--- config.mk ---
export PLATFORM = sky130hd
export DESIGN_NAME = turn_on_fault_and_soft_off_timing
export DESIGN_NICKNAME = d
export VERILOG_FILES = /design/src/logic/seq_pkg.sv /design/src/logic/tick_if.sv /design/src/logic/turn_on_fault_and_soft_off_timing.sv /design/src/logic/qms_divider.sv
export SDC_FILE = /design/constraint.sdc
export NUM_CORES = 1
export LEC_CHECK = 0
export ABC_AREA = 1
export BUFFER_PORTS_ARGS = -buffer_cell sky130_fd_sc_hd__buf_4
export CORE_MARGIN = 2
export CORE_UTILIZATION = 60
export DETAILED_ROUTE_END_ITERATION = 12
export GPL_ROUTABILITY_DRIVEN = 0
export MAX_ROUTING_LAYER = met4
export PLACE_DENSITY = 0.8
export SETUP_SLACK_MARGIN = 0.2
export SLEW_MARGIN = 20
export SYNTH_ARGS = -nofsm -noshare
export SYNTH_HDL_FRONTEND = slang
export SYNTH_SLANG_ARGS = --single-unit
--- constraint.sdc ---
create_clock -name clk -period 7.2 [get_ports clk]
set_clock_uncertainty 0.15 [all_clocks]
set_input_delay 1.44 -clock clk [delete_from_list [all_inputs] [get_ports clk]]
set_output_delay 1.44 -clock clk [all_outputs]
set_load 0.1 [all_outputs]
--- src/logic/seq_pkg.sv ---
// constants for turn-on timeout fault handling and soft-off timing
// assumes a 250 MHz core clock and a decoded command port in front
// What this block does
// - timeout fault sets summary, word, vout bits, alerts
// - action 00b ignores fault, keeps converting
// - action 01b waits delay, then shuts down
// - action 10b shuts down immediately, then retries or latches off per restart count
// - bad action write flags invalid data
// - restart count 0 latches off
// - count 1-6 hiccups and retries that often
// - delay code 0: 1 ms, hiccup one rise
// - codes 1-7: 1-7 ms, hiccup 2-7 rises
// - stop condition waits off delay, then stops
// - off delay 0 to 127.5 ms, 0.5 ms
// - up to 50 us latency added on every stop from start, run or fault delay
// - after delay reference ramps down over fall
// - ramp length independent of output voltage
// - fall 0.5-31.75 ms, below 0.5 clamps
// - fall exponent resets to -2
// - off delay word linear, exponent resets -1
// - out-of-range delay or fall write flags invalid
// - fault when not 85 percent within limit
package seq_pkg;

	// ----------------------------------------------------------------
	// command codes
	// ----------------------------------------------------------------
	localparam logic [7:0] CMD_FAULT_ACTION = 8'h63;
	localparam logic [7:0] CMD_OFF_DELAY    = 8'h64;
	localparam logic [7:0] CMD_FALL_TIME    = 8'h65;

	// ----------------------------------------------------------------
	// field positions
	// ----------------------------------------------------------------
	localparam int ACT_SEL_LSB   = 6;
	localparam int ACT_RETRY_LSB = 3;
	localparam int ACT_DELAY_LSB = 0;
	localparam int LIN_EXP_LSB   = 11;

	// ----------------------------------------------------------------
	// field encodings
	// ----------------------------------------------------------------
	localparam logic [1:0] SEL_IGNORE    = 2'h0;
	localparam logic [1:0] SEL_DELAYED   = 2'h1;
	localparam logic [1:0] SEL_IMMEDIATE = 2'h2;
	localparam logic [2:0] RETRY_LATCH   = 3'h0;
	localparam logic [2:0] RETRY_FOREVER = 3'h7;

	// ----------------------------------------------------------------
	// reset values
	// ----------------------------------------------------------------
	localparam logic [7:0]  ACTION_RST     = 8'h80;
	localparam logic [4:0]  OFF_DELAY_EXP  = 5'h1F;
	localparam logic [4:0]  FALL_EXP       = 5'h1E;
	localparam logic [10:0] OFF_DELAY_MAN  = 11'h000;
	localparam logic [10:0] FALL_MAN       = 11'h004;

	// ----------------------------------------------------------------
	// limits in quarter-millisecond units
	// ----------------------------------------------------------------
	localparam logic [16:0] OFF_DELAY_MAX_QMS = 17'h001FE;
	localparam logic [16:0] FALL_MAX_QMS      = 17'h0007F;
	localparam logic [6:0]  FALL_MIN_QMS      = 7'h02;
	localparam logic [16:0] LIN_INVALID       = 17'h1FFFF;
	localparam int          QMS_PER_MS        = 4;

	// ----------------------------------------------------------------
	// timing
	// ----------------------------------------------------------------
	localparam int CLK_PERIOD_PS  = 4000;
	localparam int QMS_TIME_PS    = 250000000;
	localparam int OFF_LAT_PS     = 50000000;
	localparam int QMS_CYCLES     = QMS_TIME_PS / CLK_PERIOD_PS;
	localparam int OFF_LAT_CYCLES = OFF_LAT_PS / CLK_PERIOD_PS;

	// ----------------------------------------------------------------
	// sequencer states
	// ----------------------------------------------------------------
	typedef enum logic [8:0] {
		ST_OFF     = 9'h001,
		ST_START   = 9'h002,
		ST_RUN     = 9'h004,
		ST_FLT_DLY = 9'h008,
		ST_HICCUP  = 9'h010,
		ST_LATCHED = 9'h020,
		ST_OFF_LAT = 9'h040,
		ST_OFF_DLY = 9'h080,
		ST_FALL    = 9'h100
	} seq_state_e;

endpackage

--- src/logic/tick_if.sv ---
// carrier between the sequencer and its millisecond-fraction timebase
// assumes both ends share the core clock
`timescale 1ns/1ps
interface tick_if;
	logic restart;
	logic tick;

	modport gen (
		input  restart,
		output tick
	);
	modport use_tick (
		output restart,
		input  tick
	);
endinterface

--- src/logic/turn_on_fault_and_soft_off_timing.sv ---
// turn-on timeout fault reaction and soft-off timing sequencer
// assumes a decoded command port (code, data, strobes) from the bus engine
// and turn-on delay, rise time and timeout limit supplied from outside
`timescale 1ns/1ps
module turn_on_fault_and_soft_off_timing #(
	parameter int QMS_CYCLES     = seq_pkg::QMS_CYCLES,
	parameter int OFF_LAT_CYCLES = seq_pkg::OFF_LAT_CYCLES
) (
	// clock and reset
	input  wire logic        clk,
	input  wire logic        sys_rst,
	// decoded command port
	input  wire logic        cmd_wr,
	input  wire logic        cmd_rd,
	input  wire logic [7:0]  cmd_code,
	input  wire logic [15:0] cmd_wdata,
	output logic      [15:0] cmd_rdata_q,
	output logic             cmd_rvalid_q,
	// converter control inputs
	input  wire logic        run_enable,
	input  wire logic        ton_delay_done,
	input  wire logic        vout_above_85pct,
	input  wire logic [7:0]  timeout_limit_hms,
	input  wire logic [6:0]  rise_time_qms,
	// status
	input  wire logic        status_clear,
	output logic             none_above_q,
	output logic             vout_summary_q,
	output logic             ton_timeout_q,
	output logic             invalid_data_q,
	output logic             alert_n_q,
	// power stage and reference
	output logic             power_on_q,
	output logic      [6:0]  ref_remaining_q,
	output logic      [6:0]  ref_span_q,
	output logic      [8:0]  state_q
);

	// ----------------------------------------------------------------
	// linear format to quarter milliseconds
	// ----------------------------------------------------------------
	function automatic logic [16:0] lin_qms(input logic [15:0] w);
		logic signed [5:0] sh;
		logic [16:0]       man;
		sh  = 6'(signed'(w[15:11])) + 6'sd2;
		man = {6'h00, w[10:0]};
		if (w[10])
			lin_qms = seq_pkg::LIN_INVALID;
		else if (sh >= 0) begin
			if (sh > 6 && man != 17'h00000)
				lin_qms = seq_pkg::LIN_INVALID;
			else
				lin_qms = man << sh;
		end else
			lin_qms = man >> (-sh);
	endfunction

	// ----------------------------------------------------------------
	// registers and decode
	// ----------------------------------------------------------------
	logic [7:0]  action_q;
	logic [15:0] off_delay_q;
	logic [15:0] fall_time_q;

	logic [1:0]  timeout_action_select;
	logic [2:0]  timeout_restart_count;
	logic [2:0]  timeout_shutdown_delay_code;
	logic [4:0]  off_delay_exponent;
	logic [10:0] off_delay_mantissa;
	logic [4:0]  fall_time_exponent;
	logic [10:0] fall_time_mantissa;

	assign timeout_action_select       = action_q[seq_pkg::ACT_SEL_LSB +: 2];
	assign timeout_restart_count       = action_q[seq_pkg::ACT_RETRY_LSB +: 3];
	assign timeout_shutdown_delay_code = action_q[seq_pkg::ACT_DELAY_LSB +: 3];
	assign off_delay_exponent          = off_delay_q[seq_pkg::LIN_EXP_LSB +: 5];
	assign off_delay_mantissa          = off_delay_q[10:0];
	assign fall_time_exponent          = fall_time_q[seq_pkg::LIN_EXP_LSB +: 5];
	assign fall_time_mantissa          = fall_time_q[10:0];

	logic        wr_action;
	logic        wr_delay;
	logic        wr_fall;
	logic [16:0] new_delay_qms;
	logic [16:0] new_fall_qms;
	logic        bad_action;
	logic        bad_delay;
	logic        bad_fall;
	logic        bad_write;

	assign wr_action     = cmd_wr && (cmd_code == seq_pkg::CMD_FAULT_ACTION);
	assign wr_delay      = cmd_wr && (cmd_code == seq_pkg::CMD_OFF_DELAY);
	assign wr_fall       = cmd_wr && (cmd_code == seq_pkg::CMD_FALL_TIME);
	assign new_delay_qms = lin_qms(cmd_wdata);
	assign new_fall_qms  = lin_qms(cmd_wdata);
	assign bad_action    = wr_action && (cmd_wdata[seq_pkg::ACT_SEL_LSB +: 2] == 2'h3);
	assign bad_delay     = wr_delay && (new_delay_qms > seq_pkg::OFF_DELAY_MAX_QMS);
	assign bad_fall      = wr_fall && (new_fall_qms > seq_pkg::FALL_MAX_QMS);
	assign bad_write     = bad_action || bad_delay || bad_fall;

	logic [16:0] delay_full;
	logic [8:0]  delay_qms;
	logic [16:0] fall_full;
	logic [6:0]  fall_raw;
	logic [6:0]  fall_qms;

	assign delay_full = lin_qms(off_delay_q);
	assign delay_qms  = {delay_full[8:1], 1'b0};
	assign fall_full  = lin_qms(fall_time_q);
	assign fall_raw   = fall_full[6:0];
	assign fall_qms   = (fall_raw < seq_pkg::FALL_MIN_QMS) ? seq_pkg::FALL_MIN_QMS : fall_raw;

	logic [9:0]  fdly_qms;
	logic [2:0]  hic_mult;
	logic [6:0]  rise_eff;
	logic [9:0]  hiccup_qms;

	assign fdly_qms   = (timeout_shutdown_delay_code == 3'h0) ? 10'(seq_pkg::QMS_PER_MS)
		: 10'(timeout_shutdown_delay_code) * 10'(seq_pkg::QMS_PER_MS);
	assign hic_mult   = (timeout_shutdown_delay_code < 3'h2) ? timeout_shutdown_delay_code + 3'h1
		: timeout_shutdown_delay_code;
	assign rise_eff   = (rise_time_qms < seq_pkg::FALL_MIN_QMS) ? seq_pkg::FALL_MIN_QMS : rise_time_qms;
	assign hiccup_qms = 10'(rise_eff) * 10'(hic_mult);

	// ----------------------------------------------------------------
	// timebase
	// ----------------------------------------------------------------
	tick_if tk ();

	qms_divider #(
		.CYCLES (QMS_CYCLES)
	) u_div (
		.clk     (clk),
		.sys_rst (sys_rst),
		.tk      (tk.gen)
	);

	// ----------------------------------------------------------------
	// sequencer
	// ----------------------------------------------------------------
	seq_pkg::seq_state_e st_q;
	seq_pkg::seq_state_e st_d;
	logic [9:0]  tick_cnt_q;
	logic [15:0] cyc_cnt_q;
	logic [2:0]  tries_left_q;
	logic [2:0]  tries_left_d;
	logic        fault_evt;
	logic        limit_hit;
	logic        fdly_done;
	logic        hiccup_done;
	logic        lat_done;
	logic        odly_done;
	logic        fall_done;
	logic        can_retry;
	seq_pkg::seq_state_e shut_st;

	// limit counted from turn-on delay end
	assign limit_hit   = (timeout_limit_hms != 8'h00) && (tick_cnt_q >= {1'b0, timeout_limit_hms, 1'b0});
	assign fault_evt   = (st_q == seq_pkg::ST_START) && run_enable && !vout_above_85pct && limit_hit;
	assign fdly_done   = tick_cnt_q >= fdly_qms;
	assign hiccup_done = tick_cnt_q >= hiccup_qms;
	// fixed latency ahead of the delay
	assign lat_done    = cyc_cnt_q >= 16'(OFF_LAT_CYCLES - 1);
	assign odly_done   = tick_cnt_q >= {1'b0, delay_qms};
	assign fall_done   = tick_cnt_q >= {3'h0, ref_span_q};
	assign can_retry   = (timeout_restart_count == seq_pkg::RETRY_FOREVER) || (tries_left_q != 3'h0);
	assign shut_st     = (timeout_restart_count == seq_pkg::RETRY_LATCH || !can_retry)
		? seq_pkg::ST_LATCHED : seq_pkg::ST_HICCUP;

	always_comb begin
		st_d         = st_q;
		tries_left_d = tries_left_q;
		case (st_q)
			seq_pkg::ST_OFF: begin
				if (run_enable && ton_delay_done) begin
					st_d         = seq_pkg::ST_START;
					tries_left_d = timeout_restart_count;
				end
			end
			seq_pkg::ST_START: begin
				if (!run_enable)
					st_d = seq_pkg::ST_OFF_LAT;
				else if (vout_above_85pct)
					st_d = seq_pkg::ST_RUN;
				else if (fault_evt) begin
					case (timeout_action_select)
						seq_pkg::SEL_IGNORE:  st_d = seq_pkg::ST_RUN;
						seq_pkg::SEL_DELAYED: st_d = seq_pkg::ST_FLT_DLY;
						default:              st_d = shut_st;
					endcase
				end
			end
			seq_pkg::ST_RUN: begin
				if (!run_enable)
					st_d = seq_pkg::ST_OFF_LAT;
			end
			seq_pkg::ST_FLT_DLY: begin
				if (!run_enable)
					st_d = seq_pkg::ST_OFF_LAT;
				else if (vout_above_85pct)
					st_d = seq_pkg::ST_RUN;
				else if (fdly_done)
					st_d = shut_st;
			end
			seq_pkg::ST_HICCUP: begin
				if (!run_enable)
					st_d = seq_pkg::ST_OFF;
				else if (hiccup_done) begin
					st_d = seq_pkg::ST_START;
					if (timeout_restart_count != seq_pkg::RETRY_FOREVER)
						tries_left_d = tries_left_q - 3'h1;
				end
			end
			seq_pkg::ST_LATCHED: begin
				if (!run_enable)
					st_d = seq_pkg::ST_OFF;
			end
			seq_pkg::ST_OFF_LAT: begin
				if (lat_done)
					st_d = seq_pkg::ST_OFF_DLY;
			end
			seq_pkg::ST_OFF_DLY: begin
				if (odly_done)
					st_d = seq_pkg::ST_FALL;
			end
			seq_pkg::ST_FALL: begin
				if (fall_done)
					st_d = seq_pkg::ST_OFF;
			end
			default: st_d = seq_pkg::ST_OFF;
		endcase
	end

	// hold the divider in step with each state entry
	assign tk.restart = (st_d != st_q);

	always_ff @(posedge clk) begin
		if (sys_rst) begin
			st_q         <= seq_pkg::ST_OFF;
			tries_left_q <= 3'h0;
		end else begin
			st_q         <= st_d;
			tries_left_q <= tries_left_d;
		end
	end

	always_ff @(posedge clk) begin
		if (sys_rst || tk.restart) begin
			tick_cnt_q <= 10'h000;
			cyc_cnt_q  <= 16'h0000;
		end else begin
			if (tk.tick && tick_cnt_q != 10'h3FF)
				tick_cnt_q <= tick_cnt_q + 10'h001;
			if (cyc_cnt_q != 16'hFFFF)
				cyc_cnt_q <= cyc_cnt_q + 16'h0001;
		end
	end

	// ----------------------------------------------------------------
	// power stage and soft-off reference
	// ----------------------------------------------------------------
	logic       power_on_d;
	logic [6:0] remain_d;

	assign power_on_d = (st_d == seq_pkg::ST_START) || (st_d == seq_pkg::ST_RUN)
		|| (st_d == seq_pkg::ST_FLT_DLY) || (st_d == seq_pkg::ST_OFF_LAT)
		|| (st_d == seq_pkg::ST_OFF_DLY) || (st_d == seq_pkg::ST_FALL);
	// remaining fraction of span, voltage independent
	assign remain_d   = (st_d != seq_pkg::ST_FALL) ? fall_qms
		: (st_q != seq_pkg::ST_FALL) ? fall_qms
		: (tk.tick && ref_remaining_q != 7'h00) ? ref_remaining_q - 7'h01 : ref_remaining_q;

	always_ff @(posedge clk) begin
		if (sys_rst) begin
			power_on_q      <= 1'b0;
			ref_remaining_q <= 7'h00;
			ref_span_q      <= seq_pkg::FALL_MIN_QMS;
			state_q         <= 9'h001;
		end else begin
			power_on_q      <= power_on_d;
			ref_remaining_q <= remain_d;
			if (st_q != seq_pkg::ST_FALL)
				ref_span_q <= fall_qms;
			state_q         <= st_d;
		end
	end

	// ----------------------------------------------------------------
	// command registers and readback
	// ----------------------------------------------------------------
	logic [15:0] rdata_d;

	assign rdata_d = (cmd_code == seq_pkg::CMD_FAULT_ACTION) ? {8'h00, action_q}
		: (cmd_code == seq_pkg::CMD_OFF_DELAY) ? off_delay_q
		: (cmd_code == seq_pkg::CMD_FALL_TIME) ? fall_time_q : 16'h0000;

	always_ff @(posedge clk) begin
		if (sys_rst) begin
			action_q     <= seq_pkg::ACTION_RST;
			off_delay_q  <= {seq_pkg::OFF_DELAY_EXP, seq_pkg::OFF_DELAY_MAN};
			fall_time_q  <= {seq_pkg::FALL_EXP, seq_pkg::FALL_MAN};
			cmd_rdata_q  <= 16'h0000;
			cmd_rvalid_q <= 1'b0;
		end else begin
			if (wr_action && !bad_action)
				action_q <= cmd_wdata[7:0];
			if (wr_delay && !bad_delay)
				off_delay_q <= cmd_wdata;
			if (wr_fall && !bad_fall)
				fall_time_q <= cmd_wdata;
			cmd_rvalid_q <= cmd_rd;
			if (cmd_rd)
				cmd_rdata_q <= rdata_d;
		end
	end

	// ----------------------------------------------------------------
	// status flags, set wins over clear except a repeat timeout fault while ton_timeout_q is already set
	// ----------------------------------------------------------------
	logic tmo_set;

	assign tmo_set = fault_evt && (st_d != st_q || timeout_action_select == seq_pkg::SEL_IGNORE)
		&& !ton_timeout_q;

	always_ff @(posedge clk) begin
		if (sys_rst) begin
			none_above_q   <= 1'b0;
			vout_summary_q <= 1'b0;
			ton_timeout_q  <= 1'b0;
			invalid_data_q <= 1'b0;
			alert_n_q      <= 1'b1;
		end else begin
			none_above_q   <= tmo_set || (none_above_q && !status_clear);
			vout_summary_q <= tmo_set || (vout_summary_q && !status_clear);
			ton_timeout_q  <= tmo_set || (ton_timeout_q && !status_clear);
			invalid_data_q <= bad_write || (invalid_data_q && !status_clear);
			alert_n_q      <= !(tmo_set || bad_write || ((ton_timeout_q || invalid_data_q) && !status_clear));
		end
	end

endmodule

--- src/logic/qms_divider.sv ---
// quarter-millisecond enable divider
// assumes a synchronous active-high reset and one core clock
`timescale 1ns/1ps
module qms_divider #(
	parameter int CYCLES = seq_pkg::QMS_CYCLES
) (
	// clock and reset
	input wire logic clk,
	input wire logic sys_rst,
	// tick carrier
	tick_if.gen      tk
);
	logic [31:0] cnt_q;
	logic [31:0] cnt_d;
	logic        wrap;
	logic        tick_q;

	assign wrap  = (cnt_q == 32'(CYCLES - 1));
	assign cnt_d = (tk.restart || wrap) ? 32'h00000000 : cnt_q + 32'h00000001;
	assign tk.tick = tick_q;

	always_ff @(posedge clk) begin
		if (sys_rst) begin
			cnt_q  <= 32'h00000000;
			tick_q <= 1'b0;
		end else begin
			cnt_q  <= cnt_d;
			tick_q <= wrap && !tk.restart;
		end
	end
endmodule

==> results of run 1 <==
## metrics by stage
stage | worst slack [ns] | hold slack (ns) | cell area [um2] | std cells
5_1_grt | 0.674 | 0.331 | 13000 | 2141
2_1_floorplan | 1.70 | 0.268 | 11600 | 1806
3_3_place_gp | 0.914 | 0.278 | 12400 | 2109
3_5_place_dp | 0.720 | 0.308 | 12400 | 2109
6_report | 1.12 | 0.313 | 13000 | 2141
4_1_cts | 1.15 | 0.318 | 12900 | 2141
## layout by cell type, fill, tap and decap left out, types with 11 or more instances in the layout
cell       netlist  layout
xnor2_1         14      14
a21oi_1        117     117
dfxtp_1        148     148
nor3_1          33      33
o21ai_0         93      93
xor2_1          46      46
inv_2           16      16
nand2_1        394     394
a31oi_1         15      15
o22ai_1         20      20
nor2_1         185     185
clkbuf_16        0      17
nor2_2          30      30
o21ai_1         19      19
nand4_1         44      44
buf_4            7      94
inv_1          227     227
nor4_1          11      11
o211ai_1        22      22
ha_1            66      66
nand3_1        152     151
## how the worst min path moves through the flow
stage / from / end / slack [ns] / depth (start not counted)
4_1_cts: cmd_rdata_q[8] / cmd_rdata_q[8] / 0.32 / 2
5_1_grt: none_above_q / none_above_q / 0.33 / 2
3_3_place_gp: u_div.cnt_q[0] / u_div.cnt_q[0] / 0.28 / 1
2_1_floorplan: u_div.cnt_q[0] / u_div.cnt_q[0] / 0.27 / 1
3_5_place_dp: cmd_rdata_q[8] / cmd_rdata_q[8] / 0.31 / 2
6_report: cmd_rdata_q[8] / cmd_rdata_q[8] / 0.31 / 2
## kinds of logic after synthesis
logic type | count (synthesis) | share of synthesized area (%)
XOR/XNOR | 62 | 4.80
buffers and inverters | 300 | 10.4
adder cells (fa/ha/maj) | 72 | 8.14
AO/OA/AOI/OAI | 328 | 16.1
flip-flops | 148 | 25.5
AND/OR/NAND/NOR | 895 | 34.9
multiplexers | 1 | 0.0862
## worst max-delay path: stages
cell and delay [ns]:
buf_4 0.12, nor4_1 0.29, nand3_1 0.13, nand2_1 0.10, inv_1 0.06, nor2_1 0.12
fa_1 0.43, ha_1 0.24, fa_1 0.40, a31oi_1 0.23, nor2_1 0.07, o21ai_0 0.14
nand2_1 0.08, xnor2_1 0.16, ha_1 0.27, nand2_1 0.10, o21ai_0 0.09, a21oi_1 0.16
nand3_1 0.18, nor2_1 0.13, o22ai_1 0.10, a21oi_1 0.13, nand3_1 0.13, nor2_4 0.17
nand4_4 0.50, nor2_1 0.28
## power by group through the flow
stage / registers [mW] / logic, mW / clock network (mW)
3_3_place_gp: 0.857 / 0.283 / 0
3_5_place_dp: 0.858 / 0.288 / 0
4_1_cts: 0.839 / 0.289 / 0.883
5_1_grt: 0.840 / 0.321 / 0.921
2_1_floorplan: 0.890 / 0.188 / 0
6_report: 0.840 / 0.293 / 0.876
## layout make-up
cell class	count	area share (%)
timing repair buffer	94	5.45
inverter	249	7.21
clock buffer	18	3.39
multi-input combinational	1358	57.5
tap	260	2.51
sequential	148	22.9
clock inverter	14	1.07
## state kept, by name, indices dropped and copies added (netlist names), 3 cells and up
register and flops:
action_q 8, cmd_rdata_q 16, cyc_cnt_q 16, fall_time_q 16
off_delay_q 16, ref_remaining_q 7, ref_span_q 7, state_q 9
tick_cnt_q 10, tries_left_q 3, u_div.cnt_q 32
## metal layers
metal	vias up	global-route usage, %
met2	490	49.6
met1	5577	42.9
met3	72	5.06
li1	6108	-
met5	-	-
met4	0	10.2
==> metrics.cfg, run 1 <==
[clock_tree]
post-cts-setup-buffers=0
cts_root_buf=clkbuf_16
cts_num_sinks=148
ctsHtreeMaxLevel=4
clockBufferDepth=2
cts-buffers-inserted=17
cts_resized=0
path_clk_slew_ns=0.06
hold_buffers=0
insertion_delay_ns=0.43
cts_tree=built

[floorplanning]
fp-row-count=50
coreArea_um2=18800
ios=93
start_util_pct=61.7
die_h_um=143
die_area_um2=20500
die_x_um=143

[logic_synthesis]
yosys.area.top_type_share_pct=25.5
synth-seq-area-share_pct=25.5
ys.flop_type=dfxtp_1
synth_edf_count=0
synth_fp_nets=1925
yosysTopAreaCell=dfxtp_1
yosysMostFrequentCell=nand2_1
synth_area_leaders=dfxtp_1 26%, nand2_1 13%, inv_1 7.3%, ha_1 7.1%, nand3_1 6.5%
synthTopCellsByCount=394 x nand2_1, 227 x inv_1, 185 x nor2_1
synth_cell_types=66
syn_inst=1806
yosys_warnings=0
async_reset_ff_share_pct=0
synth.avg_cell_area_um2=6.43
ys_ff_latch=148
synthesis.area_um2=11600

[setup_path]
r2r-start=action_q[1]
cp-end-kind=flop
required_ns=7.39
r2r_setup_slack_ns=1.51
path_max_fanout=32
crit_end=u_div.cnt_q[0]
crit_start=rise_time_qms[5]
worst-setup-path-type=in -> reg
reg2reg_depth=24
start_kind=input pin
crit_arrival_ns=6.27
reg2reg_to=u_div.cnt_q[0]

[grt]
track_usage_pct=32.0
grt_antenna_before_repair=0
grt_pass1_wl_mm=52.1
grt_max_degree=36
grt_remaining_overflow=0
first_global_vias=11100

[final_layout]
seq_area_um2=2960
syn_to_final_growth_pct=11.5
antenna_cells=0
fill_cells=1704
fin_util_pct=68.8
layout.nets=1987
multi_input_area_um2=7450
drive_above_1_share_pct=11.3

[timing]
period_needed_ns=6.08
fmax_mhz=164
tns_ns=0
tightest_slew_ns=0.931
rsz0062_at_grt=false
setup_violations=0
relSlewSlack_pct=38.0
finalCritPeriodShare_pct=84.4
hold_violations=0
maxSlewViolCount=0

[outcome]
status=finished, final reports clean

[placement]
placement.io_buffers=92
post-dp-hpwl_mm=24.0

[detailed_routing]
ant_nets=0
post_drt_wl_per_cell_um=14.6
wl_met1_mm=14.1
vias_per_cell=5.72
met2_length_mm=14.1
top_layer=met4
wl_met3_mm=2.30
drc_errors=0
drt_pass1_iterations=7
routed_wl_mm=31.4
vias=12200
drt_first_iter_violations=1186

[power_and_ir_drop]
peakVddDrop_uv=167
p_per_area_nw_per_um2=155
power_frac_comb_pct=14.6
p_clk_share_pct=43.6
internal-power_mw=1.41
seq_power_share_pct=41.8
power_mw=2.01
p_sw_mw=0.597
switching_share_pct=29.7
p_leak_nw=5.83

[flow_run]
drv_cap=0

[hold_path]
worstHoldPathType=reg -> reg

No activity file was read; power rests on OpenSTA's default activity.
==> run 2: changes to the inputs <==
Settings changed: ABC_AREA 1 to 0, CORE_UTILIZATION 60 to 56, PLACE_DENSITY 0.8 to 0.78.
Clock period 7.2 ns to 5.3 ns, I/O delays scaled along.
==> run 2 against run 1 <==
- the flow now finishes with violations (negative setup slack)
- via count fell by 7.0%
- total power up 34%
- sequential share of layout area is 0.64 points lower
- die area increased by 5.0%
==> metrics.cfg, run 2 <==
[detailed_routing]
post_drt_wl_per_cell_um=17.7  ; was 14.6 um
drt_pass1_iterations=6  ; was 7
routed_wl_mm=32.6  ; was 31.4 mm
drt_first_iter_violations=1061  ; was 1186
ant_nets=0  ; unchanged
vias=11400  ; was 12200
top_layer=met4  ; unchanged
drc_errors=0  ; unchanged
wl_met3_mm=2.47  ; was 2.30 mm
met2_length_mm=15.3  ; was 14.1 mm
wl_met1_mm=13.7  ; was 14.1 mm
vias_per_cell=6.19  ; was 5.72

[setup_path]
crit_top_cell=a21oi_2  ; was nor2_1
r2r_setup_slack_ns=-0.02  ; was 1.51 ns
cpMaxStageDelayCell=or4_4  ; was nand4_4
path_max_fanout=8  ; was 32
start_kind=input pin  ; unchanged
reg2reg_to=u_div.cnt_q[9]  ; was u_div.cnt_q[0]
crit_arrival_ns=5.57  ; was 6.27 ns
cp_slowest_stage_delay_ns=0.56  ; was 0.50 ns
worst-setup-path-type=in -> reg  ; unchanged
r2r-start=off_delay_q[13]  ; was action_q[1]
required_ns=5.52  ; was 7.39 ns
cp-end-kind=flop  ; unchanged
cp_cell_sequence=buf_6 > nor4_4 > a21oi_2 > or2_4 > fa_1 > inv_2 > ha_4 > a21o_1 > a21oi_2 > o21bai_1 > a21oi_2 > xnor2_1 > ha_1 > a2111oi_4 > o211ai_1 > nand3_1 > nand3_2 > a21boi_2 > or4_4 > buf_12 > buf_16 > nor2_1
reg2reg_depth=21  ; was 24

[logic_synthesis]
synth-xor-area-share_pct=6.14  ; was 4.80%
synth_area_leaders=dfxtp_1 26%, ha_1 7.2%, nor2_1 6.2%, mux2i_1 5.3%, nand2_1 4.9%  ; was dfxtp_1 26%, nand2_1 13%, inv_1 7.3%, ha_1 7.1%, nand3_1 6.5%
yosysMostFrequentCell=nor2_1  ; was nand2_1
synth_edf_count=0  ; unchanged
ys_ff_latch=148  ; unchanged
synthesis.area_um2=11400  ; was 11600 um2
yosysTopAreaCell=dfxtp_1  ; unchanged
syn_inst=1484  ; was 1806
synth_compound_area_share_pct=17.9  ; was 16.1%
synth.avg_cell_area_um2=7.68  ; was 6.43 um2
yosys_warnings=0  ; unchanged
synth_top_family_by_area=simple AND/OR/NAND/NOR gates  ; unchanged
synthAdderAreaFrac_pct=8.29  ; was 8.14%
synthSimpleGateAreaFrac_pct=26.5  ; was 34.9%
async_reset_ff_share_pct=0  ; unchanged
yosys.area.top_type_share_pct=26.0  ; was 25.5%
synth_cell_types=74  ; was 66
synthMuxAreaShare_pct=9.71  ; was 0.0862%
synth-seq-area-share_pct=26.0  ; was 25.5%
ys.flop_type=dfxtp_1  ; unchanged
synthTopCellsByCount=188 x nor2_1, 148 x dfxtp_1, 148 x nand2_1  ; was 394 x nand2_1, 227 x inv_1, 185 x nor2_1
synth_fp_nets=1603  ; was 1925

[floorplanning]
start_util_pct=56.7  ; was 61.7%
die_area_um2=21500  ; was 20500 um2
die_h_um=147  ; was 143 um
die_x_um=147  ; was 143 um
fp-row-count=52  ; was 50
ios=93  ; unchanged
coreArea_um2=20100  ; was 18800 um2

[power_and_ir_drop]
p_leak_nw=5.59  ; was 5.83 nW
p_clk_share_pct=43.6  ; about the same
switching_share_pct=28.2  ; was 29.7%
peakVddDrop_uv=211  ; was 167 uV
p_per_area_nw_per_um2=202  ; was 155 nW/um2
p_sw_mw=0.758  ; was 0.597 mW
internal-power_mw=1.94  ; was 1.41 mW
power_frac_comb_pct=14.4  ; was 14.6%
seq_power_share_pct=42.0  ; was 41.8%

[final_layout]
layout.nets=1676  ; was 1987
drive_above_1_share_pct=16.6  ; was 11.3%
syn_to_final_growth_pct=16.9  ; was 11.5%
final_cells=1840  ; was 2141
regMostFlops=u_div.cnt_q  ; unchanged
final_area_um2=13300  ; was 13000 um2
largest_reg_flops=32  ; unchanged
fill_cells=1637  ; was 1704
mostFrequentLayoutCell=nor2_1  ; was nand2_1
antenna_cells=0  ; unchanged
final_cell_mix=169 x nor2_1, 148 x nand2_1, 148 x dfxtp_1  ; was 394 x nand2_1, 227 x inv_1, 185 x nor2_1
fin_util_pct=66.3  ; was 68.8%

[grt]
grt_antenna_before_repair=0  ; unchanged
grt_pass1_wl_mm=52.9  ; was 52.1 mm
grt_remaining_overflow=0  ; unchanged
grt_max_degree=84  ; was 36
first_global_vias=10600  ; was 11100
track_usage_pct=30.8  ; was 32.0%

[clock_tree]
cts_root_buf=clkbuf_16  ; unchanged
cts_num_sinks=148  ; unchanged
insertion_delay_ns=0.43  ; about the same
cts_tree=built  ; unchanged
path_clk_slew_ns=0.06  ; about the same
cts-buffers-inserted=17  ; unchanged
clockBufferDepth=2  ; unchanged
ctsHtreeMaxLevel=4  ; unchanged

[outcome]
violations=negative setup slack
status=finished, violations left  ; was finished, final reports clean

[placement]
dp_cells=1793  ; was 2109
post-dp-hpwl_mm=22.9  ; was 24.0 mm
dpl_cell_area_um2=12400  ; about the same
placement.io_buffers=92  ; unchanged

[timing]
hold_ws_ns=0.307  ; was 0.313 ns
tns_ns=-0.565  ; was 0 ns
setup_ws_ns=-0.0478  ; was 1.12 ns
relSlewSlack_pct=26.1  ; was 38.0%
fmax_mhz=187
tightest_slew_ns=1.10  ; was 0.931 ns
rsz0062_at_grt=true  ; was false
hold_violations=0  ; unchanged
maxSlewViolCount=0  ; unchanged
setup_violations=18  ; was 0
finalCritPeriodShare_pct=101
period_needed_ns=5.35

[hold_path]
worstHoldPathType=reg -> reg  ; unchanged
hp-start=tries_left_q[1]  ; was cmd_rdata_q[8]
holdPathStages=2  ; unchanged
min_to=tries_left_q[1]  ; was cmd_rdata_q[8]

[flow_run]
drv_cap=0  ; unchanged

run 2: timing repair:
item | in CTS | in global routing
pin swaps | 10 | 6
setup endpoints to repair | 59 | 60
hold buffers | 0 | 0
gates cloned | 3 | 0
setup buffers | 10 | 2
resized for setup | 13 | 33
run 2: worst max-delay path by stage:
| stage | startpoint | to | slack (ns) | cells past startpoint |
|---|---|---|---|---|
| after floorplan | rise_time_qms[2] | cyc_cnt_q[12] | 0.04 | 22 |
| after global placement | rise_time_qms[2] | cyc_cnt_q[14] | -0.42 | 21 |
| after detailed placement | rise_time_qms[2] | cyc_cnt_q[14] | -0.62 | 21 |
| after CTS | rise_time_qms[2] | u_div.cnt_q[0] | 0.03 | 21 |
| after global routing | rise_time_qms[2] | u_div.cnt_q[25] | -0.20 | 23 |
| final | rise_time_qms[2] | u_div.cnt_q[9] | -0.05 | 22 |
run 2: cell families (layout without fill, tap and decap cells):
family,after synthesis,count (layout)
xor gates and xnor gates,80,80
DFF,148,148
AOI/OAI and AO/OA,304,304
buffers and inverters,161,247
and+or+nand+nor,629,629
muxes,90,90
adders and majority gates,72,72
run 2: cell type report:
cell class / instances / area, um2 / share of cell area [%]
repair buffers: 144 / 1200 / 8.98
multi-input cells: 1175 / 8000 / 60.0
flip-flops and latches: 148 / 2960 / 22.2
inverters: 71 / 267 / 2.00
clock inverters: 11 / 118 / 0.883
clock buffers: 21 / 450 / 3.38
well taps: 270 / 338 / 2.53
run 2: worst max-delay path, delay by kind of cell:
kind / cells / cell delay [ns]
AO/OA/AOI/OAI: 8 / 1.42
XOR/XNOR: 1 / 0.14
adder cells (fa/ha/maj): 3 / 0.98
buffers and inverters: 4 / 0.48
AND/OR/NAND/NOR: 6 / 1.45
run 2: through the flow:
| step | worst slack, ns | power (mW) |
|---|---|---|
| 3_5_place_dp | -0.617 | 1.50 |
| 4_1_cts | 0.0259 | 2.69 |
| 3_3_place_gp | -0.418 | 1.50 |
| 2_1_floorplan | 0.0423 | 1.40 |
| 6_report | -0.0478 | 2.69 |
| 5_1_grt | -0.198 | 2.78 |
run 2: power by group through the flow:
stage	Clock [mW]	Combinational [mW]	Sequential (mW)
4_1_cts	1.18	0.375	1.13
5_1_grt	1.23	0.414	1.13
2_1_floorplan	0	0.205	1.20
3_3_place_gp	0	0.343	1.16
6_report	1.17	0.387	1.13
3_5_place_dp	0	0.348	1.16
run 2: routing by layer:
layer | vias to the layer above | GRT usage (%)
met3 | 106 | 4.94
met4 | 0 | 13.7
met1 | 5300 | 39.4
met2 | 532 | 48.1
li1 | 5450 | -
met5 | - | -
